**src/design/int_unit_pkg.sv**
```systemverilog
package int_unit_pkg;

   // source bit positions, shared by flag and enable registers
   localparam int SRC_COUNT       = 4;
   localparam int BIT_COUNTER_OVF = 0;
   localparam int BIT_EXT_PIN     = 1;
   localparam int BIT_SERIAL_DONE = 2;
   localparam int BIT_SECOND_TMR  = 3;

   // register widths and reset values
   localparam int             REG_W      = 8;
   localparam int             PC_W       = 12;
   localparam logic [3:0]     FLAG_RESET = 4'h0;
   localparam logic [3:0]     ENAB_RESET = 4'h0;
   localparam logic [3:0]     HI_ZERO    = 4'h0;

   // fixed fetch vectors
   localparam logic [11:0]    HW_VECTOR  = 12'h001;
   localparam logic [11:0]    SW_VECTOR  = 12'h002;
   localparam logic [11:0]    PC_RESET   = 12'h000;

   // instruction events reported by the core sequencer
   typedef struct packed {
      logic global_int_on_instr;
      logic global_int_off_instr;
      logic int_return_instr;
      logic sw_int_instr;
   } instr_events_s;

   // fetch redirection request handed to the core
   typedef struct packed {
      logic        redirect;
      logic [11:0] vector;
      logic        push;
      logic [11:0] return_addr;
   } redirect_s;

endpackage : int_unit_pkg

```
**src/design/mcu_interrupt_unit.sv**
```systemverilog
`timescale 1ns/1ps
module mcu_interrupt_unit (
   input  wire logic                        clock_i,
   input  wire logic                        reset_i,
   input  wire logic                        counter_ovf_i,
   input  wire logic                        ext_pin_i,
   input  wire logic                        serial_done_i,
   input  wire logic                        second_timer_i,
   input  wire int_unit_pkg::instr_events_s instr_i,
   input  wire logic                        fetch_i,
   input  wire logic [11:0]                 fetch_pc_i,
   input  wire logic                        flag_wr_i,
   input  wire logic [7:0]                  flag_wdata_i,
   input  wire logic                        enable_wr_i,
   input  wire logic [7:0]                  enable_wdata_i,
   output logic [7:0]                       int_flag_rd_o,
   output logic [7:0]                       int_enable_rd_o,
   output logic                             global_int_o,
   output int_unit_pkg::redirect_s          redirect_o
);

   logic [3:0]  int_flag_reg;
   logic [3:0]  int_enable_reg;
   logic        global_en_reg;
   logic        ext_meta_reg;
   logic        ext_sync_reg;
   logic        ext_prev_reg;
   logic [3:0]  src_event;
   logic        hw_take;
   logic        sw_take;
   logic [3:0]  int_flag_next;

   // the pin is asynchronous, so it is synchronised before any edge detection
   always_ff @(posedge clock_i or posedge reset_i) begin
      if (reset_i) begin
         ext_meta_reg <= 1'b0;
         ext_sync_reg <= 1'b0;
         ext_prev_reg <= 1'b0;
      end else begin
         ext_meta_reg <= ext_pin_i;
         ext_sync_reg <= ext_meta_reg;
         ext_prev_reg <= ext_sync_reg;
      end
   end

   // gather source events into flag positions; pin fires on falling edge
   always_comb begin
      src_event = '0;
      src_event[int_unit_pkg::BIT_COUNTER_OVF] = counter_ovf_i;
      src_event[int_unit_pkg::BIT_EXT_PIN]     = ext_prev_reg & ~ext_sync_reg;
      src_event[int_unit_pkg::BIT_SERIAL_DONE] = serial_done_i;
      src_event[int_unit_pkg::BIT_SECOND_TMR]  = second_timer_i;
   end

   // a hardware take needs a pending enabled flag and the global enable
   assign hw_take = fetch_i & global_en_reg & (|(int_flag_reg & int_enable_reg));
   assign sw_take = fetch_i & global_en_reg & instr_i.sw_int_instr & ~hw_take;

   // software write loads flags, but a source event in the same cycle wins
   always_comb begin
      int_flag_next = int_flag_reg;
      if (flag_wr_i) begin
         int_flag_next = flag_wdata_i[int_unit_pkg::SRC_COUNT-1:0];
      end
      int_flag_next = int_flag_next | src_event;
   end

   // request flags: sticky until software clears them
   always_ff @(posedge clock_i or posedge reset_i) begin
      if (reset_i) begin
         int_flag_reg <= int_unit_pkg::FLAG_RESET;
      end else begin
         int_flag_reg <= int_flag_next;
      end
   end

   // per-source enables
   always_ff @(posedge clock_i or posedge reset_i) begin
      if (reset_i) begin
         int_enable_reg <= int_unit_pkg::ENAB_RESET;
      end else if (enable_wr_i) begin
         int_enable_reg <= enable_wdata_i[int_unit_pkg::SRC_COUNT-1:0];
      end
   end

   // global enable: accepting an interrupt clears it, so the handler is not re-entered
   always_ff @(posedge clock_i or posedge reset_i) begin
      if (reset_i) begin
         global_en_reg <= 1'b0;
      end else if (hw_take | sw_take) begin
         global_en_reg <= 1'b0;
      end else if (instr_i.global_int_on_instr | instr_i.int_return_instr) begin
         global_en_reg <= 1'b1;
      end else if (instr_i.global_int_off_instr) begin
         global_en_reg <= 1'b0;
      end
   end

   // registered read views; unused upper bits read zero
   always_ff @(posedge clock_i or posedge reset_i) begin
      if (reset_i) begin
         int_flag_rd_o   <= '0;
         int_enable_rd_o <= '0;
         global_int_o    <= 1'b0;
      end else begin
         int_flag_rd_o   <= {int_unit_pkg::HI_ZERO, int_flag_next & int_enable_reg};
         int_enable_rd_o <= {int_unit_pkg::HI_ZERO, int_enable_reg};
         global_int_o    <= global_en_reg;
      end
   end

   // redirect pulse to the fetch logic, one cycle per accepted interrupt
   always_ff @(posedge clock_i or posedge reset_i) begin
      if (reset_i) begin
         redirect_o <= '0;
      end else begin
         redirect_o.redirect    <= hw_take | sw_take;
         redirect_o.push        <= hw_take | sw_take;
         redirect_o.return_addr <= fetch_pc_i;
         redirect_o.vector      <= hw_take ? int_unit_pkg::HW_VECTOR
                                 : sw_take ? int_unit_pkg::SW_VECTOR
                                 : int_unit_pkg::PC_RESET;
      end
   end

   property p_hw_vector;
      @(posedge clock_i) disable iff (reset_i)
      hw_take |=> redirect_o.redirect && redirect_o.vector == int_unit_pkg::HW_VECTOR;
   endproperty
   a_hw_vector: assert property (p_hw_vector) else $error("hw vector wrong");

   property p_sw_vector;
      @(posedge clock_i) disable iff (reset_i)
      (fetch_i && global_en_reg && instr_i.sw_int_instr && !(|(int_flag_reg & int_enable_reg)))
         |=> redirect_o.vector == int_unit_pkg::SW_VECTOR && redirect_o.push;
   endproperty
   a_sw_vector: assert property (p_sw_vector) else $error("sw vector wrong");

   property p_set_wins;
      @(posedge clock_i) disable iff (reset_i)
      counter_ovf_i |=> int_flag_reg[int_unit_pkg::BIT_COUNTER_OVF];
   endproperty
   a_set_wins: assert property (p_set_wins) else $error("flag not set");

   // a synchronised falling edge on the pin must land in its flag
   property p_pin_flag;
      @(posedge clock_i) disable iff (reset_i)
      (ext_prev_reg && !ext_sync_reg) |=> int_flag_reg[int_unit_pkg::BIT_EXT_PIN];
   endproperty
   a_pin_flag: assert property (p_pin_flag) else $error("pin edge not latched");

   // a write with no event in the same cycle loads the written bit, so a 0 clears
   property p_flag_write;
      @(posedge clock_i) disable iff (reset_i)
      (flag_wr_i && !counter_ovf_i)
         |=> int_flag_reg[int_unit_pkg::BIT_COUNTER_OVF] == $past(flag_wdata_i[int_unit_pkg::BIT_COUNTER_OVF]);
   endproperty
   a_flag_write: assert property (p_flag_write) else $error("flag write lost");

   property p_sticky;
      @(posedge clock_i) disable iff (reset_i)
      (int_flag_reg[int_unit_pkg::BIT_SERIAL_DONE] && !flag_wr_i) |=> int_flag_reg[int_unit_pkg::BIT_SERIAL_DONE];
   endproperty
   a_sticky: assert property (p_sticky) else $error("flag dropped");

   property p_read_and;
      @(posedge clock_i) disable iff (reset_i)
      ##1 int_flag_rd_o == {int_unit_pkg::HI_ZERO, int_flag_reg & $past(int_enable_reg)};
   endproperty
   a_read_and: assert property (p_read_and) else $error("flag read not masked");

   // enable view follows the enables one cycle later, upper bits zero
   property p_enable_view;
      @(posedge clock_i) disable iff (reset_i)
      ##1 int_enable_rd_o == {int_unit_pkg::HI_ZERO, $past(int_enable_reg)};
   endproperty
   a_enable_view: assert property (p_enable_view) else $error("enable read wrong");

   // the on instruction arms the global enable unless a take wins the cycle
   property p_on_instr;
      @(posedge clock_i) disable iff (reset_i)
      (instr_i.global_int_on_instr && !hw_take && !sw_take) |=> global_en_reg;
   endproperty
   a_on_instr: assert property (p_on_instr) else $error("on did not enable");

   property p_on;
      @(posedge clock_i) disable iff (reset_i)
      (instr_i.int_return_instr && !hw_take && !sw_take) |=> global_en_reg;
   endproperty
   a_on: assert property (p_on) else $error("return did not enable");

   property p_off;
      @(posedge clock_i) disable iff (reset_i)
      (instr_i.global_int_off_instr && !instr_i.global_int_on_instr && !instr_i.int_return_instr)
         |=> !global_en_reg;
   endproperty
   a_off: assert property (p_off) else $error("off did not disable");

   property p_take_off;
      @(posedge clock_i) disable iff (reset_i)
      hw_take |=> !global_en_reg ##1 !global_int_o;
   endproperty
   a_take_off: assert property (p_take_off) else $error("take kept enable");

   // a software take also drops the global enable
   property p_sw_off;
      @(posedge clock_i) disable iff (reset_i)
      sw_take |=> !global_en_reg ##1 !global_int_o;
   endproperty
   a_sw_off: assert property (p_sw_off) else $error("sw take kept enable");

   // with no enabled flag and no software request a fetch is never redirected
   property p_no_take;
      @(posedge clock_i) disable iff (reset_i)
      (fetch_i && !instr_i.sw_int_instr && !(|(int_flag_reg & int_enable_reg))) |=> !redirect_o.redirect;
   endproperty
   a_no_take: assert property (p_no_take) else $error("take while disabled");

endmodule : mcu_interrupt_unit

```
**config.mk**
```make
export PLATFORM = sky130hd
export DESIGN_NAME = mcu_interrupt_unit
export DESIGN_NICKNAME = d
export VERILOG_FILES = /design/src/design/int_unit_pkg.sv /design/src/design/mcu_interrupt_unit.sv
export SDC_FILE = /design/constraint.sdc
export NUM_CORES = 1
export LEC_CHECK = 0
export ABC_AREA = 1
export BUFFER_PORTS_ARGS = -buffer_cell sky130_fd_sc_hd__buf_2
export CORE_MARGIN = 3
export CORE_UTILIZATION = 46
export CTS_BUF_LIST = sky130_fd_sc_hd__clkbuf_8
export DETAILED_ROUTE_END_ITERATION = 8
export PLACE_DENSITY = 0.87
export SLEW_MARGIN = 15
export SYNTH_ARGS = -nofsm -noshare
export SYNTH_HDL_FRONTEND = slang
export SYNTH_SLANG_ARGS = --single-unit
```
**constraint.sdc**
```tcl
create_clock -name clock_i -period 1.49 [get_ports clock_i]
set_input_delay 0.298 -clock clock_i [delete_from_list [all_inputs] [get_ports clock_i]]
set_output_delay 0.298 -clock clock_i [all_outputs]
set_load 0.005 [all_outputs]
```
==> out/metrics.yaml, run 1 <==
async_reset_ff_share_pct: 100
clkSinkCount: 36
ys_seq_area_share_pct: 70.9
first_iter_violations: 30
die_h_um: 58.6
synth-compound-area-share_pct: 4.92
start_kind: "register"
areaGrowthSynthToFinish_pct: 29.9
slowest_delay_ns: 0.38
setup.worst_path.class: "reg2out"
drive_gt1_share_pct: 40.9
boundaryPins: 84
start_util_pct: 50.0
ys_dominant_reg_cell: "dfrtp_1"
synth_area_leader_cell: "dfrtp_1"
clockBufferDepth: 2
numCtsBuffers: 5
cts_tree: "done"
port_buffers: 57
syn_inst: 105
worst_ep_arrival_time_ns: 0.79
cap_violations: 0
max_freq_mhz: 920
finalHoldViolCount: 0
cp.required_ns: 1.19
synth.distinct_cells: 13
avgRoutedWirePerCell_um: 11.8
synth_warnings: 0
std_cell_rows: 18
crit_family: "flip-flops"
viasPerCell: 4.31
grt_use_met1_pct: 19.1
place_congestion: 0.751
grt_overflow: 0
path_cells: "buf_2"
top_usage_layer: "met2"
drc_errors: 0
synth_common_cells: "36 x dfrtp_1, 21 x nand2_1, 19 x buf_4"
htreeDepth: 2
rsz0062_at_grt: "false"
synth-seq-cells: 36
leakage_nw: 0.942
reg2reg_depth: 5
grt_pass1_vias: 781
dp.cells: 192
synthXorXnorAreaFrac_pct: 0
r2r_end: "global_en_reg$_DFFE_PP0P_"
num-fill-cells: 201
grt_max_degree: 19
setup.worst_path.end_class: "output port"
antenna_found_initial: 0
clock-skew-final_ns: 0.00695
synth_edf_count: 0
cts_root_buf: "clkbuf_8"
core_mm2: 0.00254
syn-mean-instance-area_um2: 12.1
cp_num_buf_inv: 1
synthTopCellsByArea: "dfrtp_1 71%, buf_4 11%, nand2_1 6.2%"
ant_nets: 0
largest_reg_flops: 15
setup_viol: 0
timing.final.crit_share_pct: 72.9
fin_nets: 211
slew_violations: 0
wirelength_mm: 2.38
holdPathEnd: "redirect_o[4]$_DFF_PP0_"
p_total_mw: 2.13
antenna_cells: 0
clk_latency_ns: 0.28
reg2reg_slack_ns: 0.52
status: "complete, no violations"
met3_usage_pct: 8.99
ir_worst_vdd_uv: 908
yosysTopAreaCellShare_pct: 70.9
instances_no_fill: 201
postCtsSetupRepairBufs: 0
synthesis.area_mm2: 0.00127
dp.final_hpwl_mm: 1.88
hold_start: "fetch_pc_i[4]"
synth_top_family_by_area: "buffers and inverters"
hold_class: "in2reg"
clk_pin_slew_ns: 0.07
track_usage_pct: 15.7
synth-adder-area-share_pct: 0
power_per_cell_area_mw_per_mm2: 1290
crit_slowest_cell: "dfrtp_1"
gr-usage-met2_pct: 22.3
min_path_cells: 1
synthMuxAreaShare_pct: 0.886
regMostFlops: "redirect_o"
crit-reg2reg-launch: "int_enable_reg[1]$_DFFE_PP0P_"
synthSimpleGateAreaFrac_pct: 7.97
yosysMostFrequentCell: "dfrtp_1"
cp_max_fo: 1
grt_pass1_wl_mm: 3.76
die_width_um: 58.6
fp.dieArea_mm2: 0.00343
period_minus_slack_ns: 1.09
tns_ns: 0
vias: 867
firstDrtPassIters: 4
==> power by group <==
| group | total, mW | internal [mW] | switching, mW |
|---|---|---|---|
| Sequential | 1.09 | 1.06 | 0.0310 |
| Clock | 0.826 | 0.494 | 0.331 |
| Combinational | 0.215 | 0.0985 | 0.116 |
| Total | 2.13 | 1.65 | 0.479 |
==> cell type report <==
class | count | area, um^2 | area share, %
Multi-Input combinational cell | 54 | 243 | 14.7
Clock inverter | 3 | 42.5 | 2.58
Clock buffer | 5 | 68.8 | 4.17
Inverter | 13 | 48.8 | 2.95
Sequential cell | 36 | 901 | 54.5
Tap cell | 30 | 37.5 | 2.27
Timing Repair Buffer | 60 | 310 | 18.8
==> cells in the final DEF (no fill, tap or decap), types with 2 or more instances in the layout <==
cell type,n
a31oi_1,3
o21ai_0,3
clkbuf_8,5
nor2_1,2
buf_2,57
inv_1,13
nand2_1,21
buf_4,2
conb_1,18
dfrtp_1,36
nand3_1,3
==> timing repair <==
item                      CTS  global route
hold endpoints to repair    7             0
hold buffers                1             0
resized for setup           0             0
==> through the flow <==
stage	util, %	hold WS [ns]	setup slack, ns	instance area (um^2)
final	64.9	0.115	0.403	1650
after global routing	64.9	0.0947	0.338	1650
after CTS	64.9	0.103	0.387	1650
after detailed placement	60.1	0.262	0.529	1530
after global placement	60.1	0.241	0.580	1530
after floorplan	-	0.329	0.388	1340
==> layer usage <==
metal | vias up | routed length, um | share of wire (%)
met5 | - | 0 | 0
met4 | 0 | 48 | 2.0
met3 | 6 | 449 | 19
met2 | 71 | 978 | 41
met1 | 376 | 899 | 38
li1 | 414 | - | -
==> cell families (layout without fill, tap and decap cells) <==
logic type,after synthesis,count (layout)
flops,36,36
buf+inv,32,81
simple gates,26,26
compound gates,9,9
other cells,1,18
mux,1,1
==> how the worst max path moves through the flow <==
stage                                     end                           from  slack [ns]  cells past startpoint
CTS                            redirect_o[10]       redirect_o[10]$_DFF_PP0_        0.39                      1
global route        int_flag_reg[2]$_DFF_PP0_                        reset_i        0.34                      4
finish                         redirect_o[10]       redirect_o[10]$_DFF_PP0_        0.40                      1
floorplan              ext_meta_reg$_DFF_PP0_                        reset_i        0.39                      1
detailed placement  global_en_reg$_DFFE_PP0P_  int_enable_reg[1]$_DFFE_PP0P_        0.53                      5
global placement    global_en_reg$_DFFE_PP0P_  int_enable_reg[1]$_DFFE_PP0P_        0.58                      5
No activity file was read; power rests on OpenSTA's default activity.
==> run 2, diff against run 1 <==
Settings changed: ABC_AREA 1 to 0, CORE_UTILIZATION 46 to 38, PLACE_DENSITY 0.87 to 0.77.
Clock period 1.49 ns to 0.85 ns, I/O delays scaled along.
==> out/metrics.yaml, run 2 <==
syn-mean-instance-area_um2: 14.6  # +21%
finalHoldViolCount: 0  # unchanged
areaGrowthSynthToFinish_pct: 52.1
crit_slowest_cell: "dfrtp_1"
clock-skew-final_ns: 0.00465  # -0.00230 ns
yosysTopAreaCellShare_pct: 72.5  # +1.6 points
std_cell_rows: 20  # +2
status: "finished, violations left"
synth_area_leader_cell: "dfrtp_1"
synth-seq-cells: 36  # unchanged
ys_seq_area_share_pct: 72.5  # +1.6 points
dpl_worst_slack_ns: -0.181  # -0.710 ns
seqCellArea_um2: 901  # unchanged
cts_root_buf: "clkbuf_8"
viasPerCell: 4.00  # -7.3%
timing.final.crit_share_pct: 124
firstDrtPassIters: 3  # -1
power_per_cell_area_mw_per_mm2: 1890  # +47%
cts_tree: "done"
track_usage_pct: 14.5  # -1.2 points
worst_ep_arrival_time_ns: 1.22  # +0.43 ns
synth_common_cells: "36 x dfrtp_1, 19 x buf_4, 4 x and2_1, 4 x inv_1, 4 x mux2_2"
ys_dominant_reg_cell: "dfrtp_1"
final_util_pct: 61.4  # -3.5 points
setup_viol: 41  # +41
die_width_um: 63.2  # +7.9%
clkSinkCount: 36  # unchanged
hold_class: "in2reg"
async_reset_ff_share_pct: 100  # unchanged
final_cell_mix: "57 x buf_2, 36 x dfrtp_1, 18 x conb_1"
antenna_found_initial: 0  # unchanged
slew_violations: 0  # unchanged
crit-reg2reg-launch: "int_flag_reg[2]$_DFF_PP0_"
synth_warnings: 0  # unchanged
slowest_delay_ns: 0.39  # about the same
clk_latency_ns: 0.28  # about the same
first_iter_violations: 3  # -90%
yosysMostFrequentCell: "dfrtp_1"
clockBufferDepth: 2  # unchanged
wl_met2_mm: 1.60  # +63%
place_area_mm2: 0.00156  # +1.8%
place_congestion: 0.707  # -5.9%
wl_met3_um: 180  # -60%
ant_nets: 0  # unchanged
path_cells: "nor2b_1 > a211o_1 > and2_1"
boundaryPins: 84  # unchanged
htreeDepth: 2  # unchanged
synth.distinct_cells: 17  # +4
grt_max_degree: 29  # +10
synth_edf_count: 0  # unchanged
grt_pass1_vias: 919  # +18%
synthesis.area_mm2: 0.00124  # -2.3%
antenna_cells: 0  # unchanged
core_mm2: 0.00308  # +21%
num-fill-cells: 238  # +18%
failed_checks: "setup timing"
p_total_mw: 3.58  # +68%
numCtsBuffers: 5  # unchanged
cp_max_fo: 2  # +1
fin_ws_ns: -0.206  # -0.610 ns
start_util_pct: 40.4  # -9.6 points
dp.final_hpwl_mm: 1.91  # +1.7%
cp.required_ns: 1.01  # -0.18 ns
wirelength_mm: 2.72  # +14%
grt_overflow: 0  # unchanged
ir_worst_vdd_uv: 968  # +6.6%
fin_area_mm2: 0.00189  # +14%
die_h_um: 63.2  # +7.9%
grt_pass1_wl_mm: 4.22  # +12%
hold_start: "serial_done_i"
setup.worst_path.end_class: "register"
drc_errors: 0  # unchanged
syn_inst: 85  # -19%
fin_hold_ws_ns: 0.124  # +0.00866 ns
period_minus_slack_ns: 1.06
synthTopCellsByArea: "dfrtp_1 73%, buf_4 11%, mux2_2 3.6%"
multi_input_area_um2: 278  # +14%
fin_nets: 213  # +0.95%
regMostFlops: "redirect_o"
m1WireLength_um: 862  # -4.1%
cap_violations: 0  # unchanged
leakage_nw: 0.987  # +4.8%
top_layer: "met4"
layout_commonest_cell: "buf_2"
drive_gt1_share_pct: 48.0  # +7.0 points
largest_reg_flops: 15  # unchanged
clk_pin_slew_ns: 0.06  # about the same
cp_num_buf_inv: 0  # -1
start_kind: "register"
fp.dieArea_mm2: 0.00399  # +16%
setup.worst_path.class: "reg2reg"
max_freq_mhz: 947
vias: 868  # +0.12%
crit_family: "flip-flops"
rsz0062_at_grt: "true"
port_buffers: 57  # unchanged
avgRoutedWirePerCell_um: 12.5  # +6.0%
startpoint: "int_flag_reg[2]$_DFF_PP0_"
## run 2: worst paths after layout
check | to | slack (ns) | cells past startpoint
min reg2reg | ext_sync_reg$_DFF_PP0_ | 0.36 | 0
min | int_flag_reg[2]$_DFF_PP0_ | 0.12 | 2
min in group asynchronous | int_enable_rd_o[1]$_DFF_PP0_ | 0.37 | 3
max reg2reg | int_flag_rd_o[2]$_DFF_PP0_ | -0.21 | 3
max | int_flag_rd_o[2]$_DFF_PP0_ | -0.21 | 3
max in group asynchronous | int_flag_rd_o[3]$_DFF_PP0_ | 0.10 | 4
## run 2: cells by family after synthesis
family | count (synthesis) | synth area share, %
compound gates | 9 | 5.24
buf+inv | 23 | 12.7
flops | 36 | 72.5
mux | 5 | 4.43
other cells | 1 | 0.302
simple gates | 11 | 4.83
## run 2: per-stage QoR
| step | std cells | setup TNS (ns) |
|---|---|---|
| global placement | 189 | -0.942 |
| finish | 217 | -3.21 |
| floorplan | 102 | -0.436 |
| detailed placement | 189 | -1.21 |
| CTS | 215 | -3.56 |
| global route | 217 | -4.83 |
## run 2: report_power, final
group / switching (mW) / internal [mW]
Clock: 0.517 / 0.635
Combinational: 0.215 / 0.307
Sequential: 0.0554 / 1.85
## run 2: cell type report
type	instances	area share, %
Clock buffer	6	4.37
Clock inverter	2	0.397
Inverter	4	0.993
Multi-Input combinational cell	43	14.7
Sequential cell	36	47.7
Tap cell	44	2.91
Timing Repair Buffer	82	28.9
## run 2: repair_timing
item,in CTS,in global routing
endpoints found under the hold margin,20,1
setup buffers,5,1
hold buffers,13,1
gates resized for setup,8,7
pin swaps,8,1
setup endpoints to repair,40,41
## run 2: metal layers
metal,vias up,GRT usage [%]
li1,411,-
met1,417,13.1
met2,34,27.1
met3,6,5.17
met4,0,8.89
met5,-,0
